==> src/design/sac_pkg.sv <==
// Constants, types and decode helpers for the converter control block
package sac_pkg;

    // Register offsets on the plain register port
    localparam logic [2:0] OFS_CSA = 3'h0;
    localparam logic [2:0] OFS_CSB = 3'h1;
    localparam logic [2:0] OFS_CHSEL = 3'h2;
    localparam logic [2:0] OFS_RES_LO = 3'h3;
    localparam logic [2:0] OFS_RES_HI = 3'h4;

    // Field positions in control_status_a
    localparam int CSA_EN = 7;
    localparam int CSA_START = 6;
    localparam int CSA_AUTO = 5;
    localparam int CSA_FLAG = 4;
    localparam int CSA_IE = 3;
    localparam int CSA_PS_LSB = 0;

    // Field positions in control_status_b and channel_select_register
    localparam int CSB_TS_LSB = 0;
    localparam int CHSEL_REF_LSB = 6;
    localparam int CHSEL_LADJ = 5;
    localparam int CHSEL_MUX_LSB = 0;

    // Reset values
    localparam logic [7:0] RST_BYTE = 8'h00;
    localparam logic [9:0] RST_RESULT = 10'h000;

    // Conversion timing in converter clock half cycles
    localparam logic [5:0] HALF_LEN_NORMAL = 6'h1A;
    localparam logic [5:0] HALF_SH_NORMAL = 6'h03;
    localparam logic [5:0] HALF_LEN_FIRST = 6'h32;
    localparam logic [5:0] HALF_SH_FIRST = 6'h1B;
    localparam logic [5:0] HALF_LEN_AUTO = 6'h1B;
    localparam logic [5:0] HALF_SH_AUTO = 6'h04;
    localparam logic [5:0] HALF_LEN_DIFF = 6'h1C;
    localparam logic [5:0] HALF_SH_DIFF = 6'h05;
    localparam logic [5:0] HALF_LAST_CYCLE = 6'h02;

    // Trigger handling
    localparam logic [2:0] TRIG_FREE_RUN = 3'h0;
    localparam int TRIG_SYNC_CYCLES = 3;

    // Gain stage settings
    typedef enum logic [1:0] {
        GAIN_BYPASS,
        GAIN_1X,
        GAIN_10X,
        GAIN_200X
    } sac_gain_e;

    // Channel and reference selection
    typedef struct packed {
        logic [1:0] refsel;
        logic [4:0] channel_mux_field;
    } sac_sel_s;

    // Controls toward the analog core
    typedef struct packed {
        logic start;
        logic sample;
        logic done;
        logic clk_en;
        logic phase;
        sac_gain_e gain;
        sac_sel_s sel;
    } sac_core_s;

    // Channel codes from 8 upward are differential
    function automatic logic is_diff(input logic [4:0] channel_mux_field);
        is_diff = channel_mux_field[4] | channel_mux_field[3];
    endfunction

    // Gain pairs: 08..09 at 10x, 0A..0B at 200x, 0C..0D at 1x
    function automatic sac_gain_e gain_of(input logic [4:0] channel_mux_field);
        if (!is_diff(channel_mux_field)) begin
            gain_of = GAIN_BYPASS;
        end else if (channel_mux_field[4:1] == 4'h4) begin
            gain_of = GAIN_10X;
        end else if (channel_mux_field[4:1] == 4'h5) begin
            gain_of = GAIN_200X;
        end else begin
            gain_of = GAIN_1X;
        end
    endfunction

endpackage

==> src/design/sac_conv_ctrl.sv <==
// Successive-approximation converter control: registers, sequencing, results
`timescale 1ns/1ps
module sac_conv_ctrl (
    // Clock and reset
    input wire logic clk,
    input wire logic rst,
    // Register port
    input wire logic [2:0] addr,
    input wire logic [7:0] wdata,
    input wire logic wr,
    input wire logic rd,
    output logic [7:0] rdata,
    // Trigger sources, same clock domain
    input wire logic [7:0] trig_in,
    // Analog core
    input wire logic [9:0] result_in,
    output sac_pkg::sac_core_s core,
    // Conversion complete interrupt
    output logic irq
);

    ////////////////////////////////////////////////////////////////////////////
    // Declarations

    logic enable;
    logic pending;
    logic auto_en;
    logic flag;
    logic irq_en;
    logic [2:0] ps_sel;
    logic [2:0] ts_sel;
    logic ladj;
    sac_pkg::sac_sel_s sel_buf;
    sac_pkg::sac_sel_s sel_act;
    logic busy;
    logic first;
    logic [5:0] hcnt;
    logic [5:0] len_h;
    logic [5:0] sh_h;
    logic [9:0] result;
    logic blocked;
    logic trig_prev;
    logic [sac_pkg::TRIG_SYNC_CYCLES-1:0] trig_dly;
    logic tick_rise;
    logic tick_fall;
    logic phase;
    logic wr_csa;
    logic rd_lo;
    logic rd_hi;
    logic free_mode;
    logic trig_level;
    logic trig_edge;
    logic trig_go;
    logic tick_half;
    logic done;
    logic sample;
    logic user_go;
    logic restart_free;
    logic start_any;
    logic unlock;
    logic [5:0] next_len;
    logic [5:0] next_sh;

    ////////////////////////////////////////////////////////////////////////////
    // Decode and event terms

    assign wr_csa = wr && (addr == sac_pkg::OFS_CSA);
    assign rd_lo = rd && (addr == sac_pkg::OFS_RES_LO);
    assign rd_hi = rd && (addr == sac_pkg::OFS_RES_HI);
    assign free_mode = auto_en && (ts_sel == sac_pkg::TRIG_FREE_RUN);
    assign trig_level = (ts_sel == sac_pkg::TRIG_FREE_RUN) ? flag : trig_in[ts_sel];
    assign tick_half = tick_rise || tick_fall;

    // Rising trigger edges only, dropped while converting
    assign trig_edge = enable && auto_en && !free_mode && trig_level && !trig_prev
        && !busy;
    assign trig_go = trig_dly[sac_pkg::TRIG_SYNC_CYCLES-1] && enable && !busy;

    // Completion and sample instants counted in half cycles
    assign done = busy && tick_half && ((hcnt + 6'h01) == len_h);
    assign sample = busy && tick_half && ((hcnt + 6'h01) == sh_h);

    // User start waits for a converter rising edge
    assign user_go = enable && pending && !busy && tick_rise;
    assign restart_free = done && free_mode;
    assign start_any = user_go || trig_go || restart_free;

    // Selection follows the buffer until locked, free again in last cycle
    assign unlock = !busy || (hcnt >= (len_h - sac_pkg::HALF_LAST_CYCLE));

    ////////////////////////////////////////////////////////////////////////////
    // Prescaler

    sac_prescaler u_presc (
        .clk(clk),
        .rst(rst),
        .run(enable),
        .restart(trig_go),
        .div_sel(ps_sel),
        .tick_rise(tick_rise),
        .tick_fall(tick_fall),
        .phase(phase)
    );

    ////////////////////////////////////////////////////////////////////////////
    // Control registers

    // Control A fields other than start and flag
    always_ff @(posedge clk) begin
        if (rst) begin
            enable <= 1'b0;
            auto_en <= 1'b0;
            irq_en <= 1'b0;
            ps_sel <= 3'h0;
        end else if (wr_csa) begin
            enable <= wdata[sac_pkg::CSA_EN];
            auto_en <= wdata[sac_pkg::CSA_AUTO];
            irq_en <= wdata[sac_pkg::CSA_IE];
            ps_sel <= wdata[sac_pkg::CSA_PS_LSB +: 3];
        end
    end

    // Control B and channel selection buffer
    always_ff @(posedge clk) begin
        if (rst) begin
            ts_sel <= 3'h0;
            ladj <= 1'b0;
            sel_buf <= '0;
        end else if (wr && (addr == sac_pkg::OFS_CSB)) begin
            ts_sel <= wdata[sac_pkg::CSB_TS_LSB +: 3];
        end else if (wr && (addr == sac_pkg::OFS_CHSEL)) begin
            ladj <= wdata[sac_pkg::CHSEL_LADJ];
            sel_buf.refsel <= wdata[sac_pkg::CHSEL_REF_LSB +: 2];
            sel_buf.channel_mux_field <= wdata[sac_pkg::CHSEL_MUX_LSB +: 5];
        end
    end

    // Pending user start; a start already happening satisfies the write
    always_ff @(posedge clk) begin
        if (rst || start_any || (!enable && !wr_csa)) begin
            pending <= 1'b0;
        end else if (wr_csa && !wdata[sac_pkg::CSA_EN]) begin
            pending <= 1'b0;
        end else if (wr_csa && wdata[sac_pkg::CSA_START] && !busy) begin
            pending <= 1'b1;
        end
    end

    // Completion flag: a completion wins over a write-one clear
    always_ff @(posedge clk) begin
        if (rst) begin
            flag <= 1'b0;
        end else if (done) begin
            flag <= 1'b1;
        end else if (wr_csa && wdata[sac_pkg::CSA_FLAG]) begin
            flag <= 1'b0;
        end
    end

    assign irq = flag && irq_en;

    ////////////////////////////////////////////////////////////////////////////
    // Trigger detection

    // Edge history and synchronisation delay line
    always_ff @(posedge clk) begin
        if (rst) begin
            trig_prev <= 1'b0;
            trig_dly <= '0;
        end else begin
            trig_prev <= trig_level;
            trig_dly <= {trig_dly[sac_pkg::TRIG_SYNC_CYCLES-2:0], trig_edge};
        end
    end

    ////////////////////////////////////////////////////////////////////////////
    // Conversion sequencing

    // Length and sample point chosen at the start
    always_comb begin
        if (first && !done) begin
            next_len = sac_pkg::HALF_LEN_FIRST;
            next_sh = sac_pkg::HALF_SH_FIRST;
        end else if (trig_go) begin
            next_len = sac_pkg::HALF_LEN_AUTO;
            next_sh = sac_pkg::HALF_SH_AUTO;
        end else if (sac_pkg::is_diff(sel_buf.channel_mux_field) && (restart_free || phase)) begin
            next_len = sac_pkg::HALF_LEN_DIFF;
            next_sh = sac_pkg::HALF_SH_DIFF;
        end else begin
            next_len = sac_pkg::HALF_LEN_NORMAL;
            next_sh = sac_pkg::HALF_SH_NORMAL;
        end
    end

    // Busy marks a running conversion; disable aborts it
    always_ff @(posedge clk) begin
        if (rst || !enable) begin
            busy <= 1'b0;
        end else if (start_any) begin
            busy <= 1'b1;
        end else if (done) begin
            busy <= 1'b0;
        end
    end

    // Half-cycle counter and timing of the current conversion
    always_ff @(posedge clk) begin
        if (rst) begin
            hcnt <= 6'h00;
            len_h <= sac_pkg::HALF_LEN_NORMAL;
            sh_h <= sac_pkg::HALF_SH_NORMAL;
        end else if (start_any) begin
            hcnt <= 6'h00;
            len_h <= next_len;
            sh_h <= next_sh;
        end else if (busy && tick_half) begin
            hcnt <= hcnt + 6'h01;
        end
    end

    // First conversion after enable is the long one
    always_ff @(posedge clk) begin
        if (rst || !enable) begin
            first <= 1'b1;
        end else if (done) begin
            first <= 1'b0;
        end
    end

    // Active selection copied only while enabled and unlocked
    always_ff @(posedge clk) begin
        if (rst) begin
            sel_act <= '0;
        end else if (enable && unlock) begin
            sel_act <= sel_buf;
        end
    end

    ////////////////////////////////////////////////////////////////////////////
    // Result capture

    // Low-byte read blocks, high-byte read releases
    always_ff @(posedge clk) begin
        if (rst) begin
            blocked <= 1'b0;
        end else if (rd_hi) begin
            blocked <= 1'b0;
        end else if (rd_lo) begin
            blocked <= 1'b1;
        end
    end

    // A completion during a low read is also discarded
    always_ff @(posedge clk) begin
        if (rst) begin
            result <= sac_pkg::RST_RESULT;
        end else if (done && !blocked && !rd_lo) begin
            result <= result_in;
        end
    end

    ////////////////////////////////////////////////////////////////////////////
    // Register read

    // Read data valid the cycle after the strobe, zero otherwise
    always_ff @(posedge clk) begin
        if (rst || !rd) begin
            rdata <= sac_pkg::RST_BYTE;
        end else begin
            unique case (addr)
                sac_pkg::OFS_CSA: begin
                    rdata <= {enable, busy || pending, auto_en, flag, irq_en,
                        ps_sel};
                end
                sac_pkg::OFS_CSB: begin
                    rdata <= {5'h00, ts_sel};
                end
                sac_pkg::OFS_CHSEL: begin
                    rdata <= {sel_buf.refsel, ladj, sel_buf.channel_mux_field};
                end
                sac_pkg::OFS_RES_LO: begin
                    rdata <= ladj ? {result[1:0], 6'h00} : result[7:0];
                end
                sac_pkg::OFS_RES_HI: begin
                    rdata <= ladj ? result[9:2] : {6'h00, result[9:8]};
                end
                default: begin
                    rdata <= sac_pkg::RST_BYTE;
                end
            endcase
        end
    end

    ////////////////////////////////////////////////////////////////////////////
    // Analog core controls

    assign core.start = start_any;
    assign core.sample = sample;
    assign core.done = done;
    assign core.clk_en = tick_rise;
    assign core.phase = phase;
    assign core.gain = sac_pkg::gain_of(sel_act.channel_mux_field);
    assign core.sel = sel_act;
endmodule

==> src/design/sac_prescaler.sv <==
// Converter clock prescaler producing rising and falling edge enables
`timescale 1ns/1ps
module sac_prescaler (
    // Clock and reset
    input wire logic clk,
    input wire logic rst,
    // Control
    input wire logic run,
    input wire logic restart,
    input wire logic [2:0] div_sel,
    // Converter clock edges and phase
    output logic tick_rise,
    output logic tick_fall,
    output logic phase
);

    logic [6:0] cnt;
    logic [6:0] last;

    // Terminal count: settings 0 and 1 divide by 2, then powers of two
    always_comb begin
        if (div_sel == 3'h0) begin
            last = 7'h01;
        end else begin
            last = 7'((8'h01 << div_sel) - 8'h01);
        end
    end

    // Counter held at zero while disabled or on a trigger restart
    always_ff @(posedge clk) begin
        if (rst || !run || restart) begin
            cnt <= 7'h00;
        end else if (cnt >= last) begin
            cnt <= 7'h00;
        end else begin
            cnt <= cnt + 7'h01;
        end
    end

    assign tick_rise = run && !restart && (cnt >= last);
    assign tick_fall = run && !restart && (cnt == (last >> 1));

    // Half-rate phase clock, low after enable
    always_ff @(posedge clk) begin
        if (rst || !run) begin
            phase <= 1'b0;
        end else if (tick_rise) begin
            phase <= !phase;
        end
    end

endmodule

==> config.mk <==
export PLATFORM = sky130hd
export DESIGN_NAME = sac_conv_ctrl
export DESIGN_NICKNAME = d
export VERILOG_FILES = /design/src/design/sac_pkg.sv /design/src/design/sac_conv_ctrl.sv /design/src/design/sac_prescaler.sv
export SDC_FILE = /design/constraint.sdc
export NUM_CORES = 1
export LEC_CHECK = 0
export CAP_MARGIN = 40
export CORE_UTILIZATION = 55
export DETAILED_ROUTE_END_ITERATION = 7
export DONT_BUFFER_PORTS = 1
export GPL_TIMING_DRIVEN = 0
export PLACE_DENSITY = 0.73
export SYNTH_ARGS = -nofsm -noshare
export SYNTH_HDL_FRONTEND = slang
export SYNTH_SLANG_ARGS = --single-unit
==> constraint.sdc <==
create_clock -name clk -period 3.55 [get_ports clk]
set_clock_uncertainty 0.05 [all_clocks]
set_input_delay 0.355 -clock clk [delete_from_list [all_inputs] [get_ports clk]]
set_output_delay 0.355 -clock clk [all_outputs]
set_load 0.03 [all_outputs]
==> results of run 1 <==
## registers in the layout, indices dropped and copies added, names as in the netlist, 3 cells and up
register / flops
core: 7
hcnt: 6
len_h: 4
ps_sel: 3
rdata: 8
result: 10
sel_buf: 7
sh_h: 4
trig_dly: 3
ts_sel: 3
u_presc.cnt: 7
## stage by stage
step	area (um^2)	hold slack, ns
after detailed placement	4000	0.376
after global routing	4200	0.0856
after CTS	4200	0.0712
final	4200	0.0813
after floorplan	3870	0.364
after global placement	3990	0.367
## logic make-up after synthesis
logic type      count (synthesis)  synth area share (%)
simple gates                  165                  21.1
fa+ha+maj                      15                  4.85
xor+xnor                       23                  5.56
compound gates                 89                  15.8
flops                          73                  37.8
mux                            35                  9.77
buf+inv                        44                  5.14
## routing by layer
metal,vias up,GRT usage (%),share of wire [%],routed length [um]
met5,-,0,0,0
met4,0,9.39,1.4,125
met3,13,5.77,7.3,651
met2,122,40.5,48,4220
met1,1532,33.4,44,3880
li1,1592,-,-,-
## cells in the final DEF, fill, tap and decap left out, types with 8 or more instances in the layout
master	count
buf_2	9
ha_1	15
clkbuf_1	13
clkbuf_8	9
nor2_1	61
a21oi_1	36
nand3_1	21
nand2b_1	9
xnor2_1	12
nand2_1	27
nor2b_1	8
buf_4	8
xor2_1	10
inv_1	14
o21ai_0	14
mux2i_1	31
nor3_1	8
dfxtp_1	73
## worst max-delay path: cells and delay by family (launching register included)
family	cells	cell delay (ns)
DFF	1	0.36
and+or+nand+nor	2	0.29
adders and majority gates	1	0.32
buffers and inverters	4	0.70
AOI/OAI and AO/OA	4	0.91
## path summary, 6_finish.rpt
path	slack [ns]	end	cells past startpoint
worst max-delay path	0.21	core[11]	11
worst min-delay path	0.08	first$_SDFFE_PP1P_	2
worst max register to register	0.63	len_h[1]$_SDFFE_PP1P_	11
worst min register to register	0.40	trig_dly[2]$_SDFF_PP0_	1
## final cells by class
class | count | area (um^2)
buffer | 27 | 135
clock buffer | 9 | 124
clock inverter | 6 | 70.1
fill | 588 | 2590
inverter | 16 | 60.1
multi-input combinational | 327 | 2210
sequential | 73 | 1460
tap | 96 | 120
timing repair buffer | 4 | 22.5
## where the power goes
part	total [mW]	leakage [nW]	switching, mW	internal (mW)
Sequential	0.830	0.589	0.00676	0.824
Combinational	0.0650	0.910	0.0432	0.0218
Clock	0.646	0.0875	0.324	0.322
Total	1.54	1.59	0.374	1.17
## repair_timing
action	CTS	global route
buffers inserted	0	1
setup endpoints to repair	0	2
gates resized for setup	0	0
==> metrics.txt, run 1 <==
H-tree Lvls 3; cts bufs inserted 9; Pre-antenna DRT Iters 4; Die Width 85.9 um; HP Start rst; final core utilization 61.8%; CTS tree built; syn avg cell area 8.71 um^2; number of inserted diodes 0; final max-slew violation count 0; clk slew on worst S/H paths 0.08 ns; io pins 56; Syn. warnings 0; Gate Count Post-Synth 444; Fin Setup TNS 0 ns; crit path kind reg2out; Worst EP required 3.14 ns; sequential share of the synthesized area 37.8%; IO buf count 0; ys flop type dfxtp_1; Initial Util 56.9%; CP endpoint kind output port; number of enable flip-flop cells after synthesis 0; crit-path cells buf_2 > nand2_1 > ha_1 > a21oi_1 > a21boi_0 > o311ai_0 > o31ai_2 > buf_4 > nand2_1 > inv_1 > buf_4; Critical path origin ps_sel[2]$_SDFFE_PP0P_; GR Overflow Total 0; result of the run complete, no violations; most common cell in the netlist dfxtp_1; post-synthesis register bit count 73; First DRT Iteration DRCs 215; Design Power 1.54 mW; PwrDens 367 nW/um^2; Fmax 0.299 GHz; synth cell count leaders dfxtp_1, nor2_1, a21oi_1, mux2i_1, nand2_1; Synthesized Nets 492; Unique masters post-synth 61; Placed Cells 543; vias in the first global route 3019; arrival time at the worst endpoint 2.94 ns; Worst setup SP type flop; die area 7370 um^2; Slew headroom 41.4%; main area contributors after synthesis dfxtp_1, mux2i_1, nor2_1; largest net degree at the start of global routing 14; post-route minimum period 3.34 ns; Reg-to-Reg Start ps_sel[2]$_SDFFE_PP0P_; GPL Wtd Cong 0.873; cell at the root of the clock tree clkbuf_8; clk_lat worst skew 0.35 ns; overall via count from detail_route 3259; share of the clock period used by the worst path 94.2%; Area Overhead vs Synth 8.60%; Post-DP HPWL 6650 um; Worst Max-Slew Pin Slew 0.874 ns; maximum clock path buffer count 2; fraction of layout cells with a size suffix above 1 10.2%; Residual DRC 0; Crit-path slowest cell o311ai_0; Leakage 1.59 nW; Final setup viols 0; first-pass GRT wire length 14700 um; dominant cell type by area after synthesis dfxtp_1; HP Class in2reg; Synth top area share 37.8%; Final Hold Fails 0; Final #Nets 506; Post-Syn Area 3870 um^2; Clock Sinks 73; cts hold-fix bufs 0; Layout Cells excl Fill 558; Detail Route Antenna Nets 0; pre-CTS setup slack 0.430 ns; Die Span Y 85.9 um; row count 30; routed len/inst 15.9 um; initial antenna violation count 0; final wirelength 8880 um; async set-reset flop share out of synthesis 0%; CP peak stage delay 0.39 ns; peak supply drop 0.408 mV; Core Footprint 6790 um^2; max cap viols 0; unrepaired setup endpoints after global routing no; crit-path max FO 10; GRT Total Usage 25.3%; PnR worst setup slack 0.206 ns; drt via density 5.84
No activity file was read; power rests on OpenSTA's default activity.
==> run 2, diff against run 1 <==
--- a/config.mk
+++ b/config.mk
@@ -11,4 +11,5 @@
 export DONT_BUFFER_PORTS = 1
 export GPL_TIMING_DRIVEN = 0
+export MAX_ROUTING_LAYER = met4
 export PLACE_DENSITY = 0.73
 export SYNTH_ARGS = -nofsm -noshare
==> constraint.sdc (replaced) <==
create_clock -name clk -period 3.55 [get_ports clk]
set_clock_uncertainty 0.05 [all_clocks]
set_input_delay 0.1775 -clock clk [delete_from_list [all_inputs] [get_ports clk]]
set_output_delay 0.1775 -clock clk [all_outputs]
set_load 0.01 [all_outputs]
==> run 2 against run 1 <==
Net effect: non-clock buffer count up 18; count of clock-buffer cells in the layout is 1 higher; register-to-register slack worse by 0.10 ns; via count up 2.2%; sequential share of layout area down 1.4 points.
==> metrics.txt, run 2 (synthesis gave the netlist of run 1 again) <==
max reg flops 10 (unchanged); HP Class in2reg; first-pass GRT wire length 15000 um (+2.4%); Detail Route Antenna Nets 0 (unchanged); Core Footprint 6790 um^2 (unchanged); result of the run complete, no violations; Clock Sinks 73 (unchanged); WHS 0.0223 ns (-0.0590 ns); Worst EP required 3.32 ns (+0.18 ns); share of the clock period used by the worst path 93.8% (-0.43 points); clk slew on worst S/H paths 0.08 ns (about the same); io pins 56 (unchanged); row count 30 (unchanged); GRT Total Usage 26.7% (+1.4 points); final wirelength 9290 um (+4.7%); Die Width 85.9 um (unchanged); unrepaired setup endpoints after global routing no; fraction of layout cells with a size suffix above 1 9.56% (-0.61 points); post-layout instance area 4380 um^2 (+4.2%); crit-path max FO 10 (unchanged); Design Power 1.54 mW (about the same); Pre-antenna DRT Iters 7 (+3); Final setup viols 0 (unchanged); cts bufs inserted 9 (unchanged); clk_lat worst skew 0.35 ns (about the same); die area 7370 um^2 (unchanged); peak supply drop 0.292 mV (-28%); Placed Cells 542 (-0.18%); H-tree Lvls 3 (unchanged); CP endpoint kind output port; number of inserted diodes 0 (unchanged); arrival time at the worst endpoint 3.10 ns (+0.16 ns); R2R setup slack 0.53 ns (-0.10 ns); Die Span Y 85.9 um (unchanged); Post-DP HPWL 6650 um (about the same); pre-CTS setup slack 0.541 ns (+0.112 ns); Layout Cells excl Fill 577 (+3.4%); vias in the first global route 3087 (+2.3%); cell at the root of the clock tree clkbuf_8; final core utilization 64.4% (+2.6 points); Slew headroom 39.8% (-1.6 points); Leakage 1.66 nW (+4.6%); Worst setup SP type flop; Regs by FF count result: 10 flops, rdata: 8 flops; Fin Setup TNS 0 ns (unchanged); Area Overhead vs Synth 13.1%; Final #Nets 524 (+3.6%); post-route minimum period 3.33 ns (-0.0153 ns); max cap viols 0 (unchanged); Final Hold Fails 0 (unchanged); maximum clock path buffer count 2 (unchanged); GR Overflow Total 0 (unchanged); final max-slew violation count 0 (unchanged); most frequent cells in the layout dfxtp_1, nor2_1, a21oi_1, mux2i_1, nand2_1; Fmax 0.300 GHz (+0.46%); PwrDens 352 nW/um^2 (-4.0%); most flop-heavy register result; IO buf count 0 (unchanged); Placed Area 4000 um^2 (-0.12%); routed len/inst 16.1 um (+1.2%); crit path kind reg2out; Post-CTS Repair Setup Buffers 0 (unchanged); initial antenna violation count 0 (unchanged); CTS tree built; PnR worst setup slack 0.222 ns (+0.0153 ns); Residual DRC 0 (unchanged); First DRT Iteration DRCs 260 (+21%); Worst Max-Slew Pin Slew 0.898 ns (+0.0239 ns); overall via count from detail_route 3332 (+2.2%); largest net degree at the start of global routing 15 (+1); Initial Util 56.9% (unchanged); GPL Wtd Cong 0.887 (+1.6%); drt via density 5.77 (-1.1%); commonest non-fill, non-tap cell in the layout dfxtp_1
[run 2: final cells by class]
class | instances | area [um^2]
plain buffers | 28 | 139
clock buffers | 10 | 138
clock inverters | 6 | 50.0
fillers | 576 | 2420
inverters | 16 | 60.1
multi-input cells | 327 | 2210
flip-flops and latches | 73 | 1460
well taps | 96 | 120
repair buffers | 21 | 200
[run 2: worst paths after layout]
check | to | depth (start not counted) | from
worst max-delay path | core[13] | 10 | ps_sel[0]$_SDFFE_PP0P_
worst min-delay path | auto_en$_SDFFE_PP0P_ | 3 | addr[1]
worst max register to register | len_h[1]$_SDFFE_PP1P_ | 10 | ps_sel[0]$_SDFFE_PP0P_
worst min register to register | trig_dly[2]$_SDFF_PP0_ | 1 | trig_dly[1]$_SDFF_PP0_
[run 2: where the power goes]
group	switching (mW)	internal, mW
clock	0.346	0.280
combinational	0.0503	0.0358
sequential	0.00540	0.824
[run 2: what timing repair did]
item,4_1_cts,5_1_grt
hold endpoints to repair,32,0
hold buffers,19,0
resized for setup,0,0
[run 2: metal layers]
| metal | vias to the layer above | track usage, % | share of wire [%] |
|---|---|---|---|
| met3 | 24 | 4.62 | 5.5 |
| met4 | 0 | 8.94 | 1.9 |
| met5 | - | - | 0 |
| met1 | 1553 | 34.4 | 45 |
| li1 | 1628 | - | - |
| met2 | 127 | 42.5 | 47 |
[run 2: worst max-delay path, cell delays in order (launching register included)]
cell,delay (ns)
dfxtp_1,0.31
clkbuf_1,0.37
a21oi_1,0.17
ha_1,0.32
a21oi_1,0.14
a21oi_1,0.12
o311ai_0,0.41
o31ai_2,0.22
a31oi_4,0.38
inv_1,0.14
buf_4,0.17
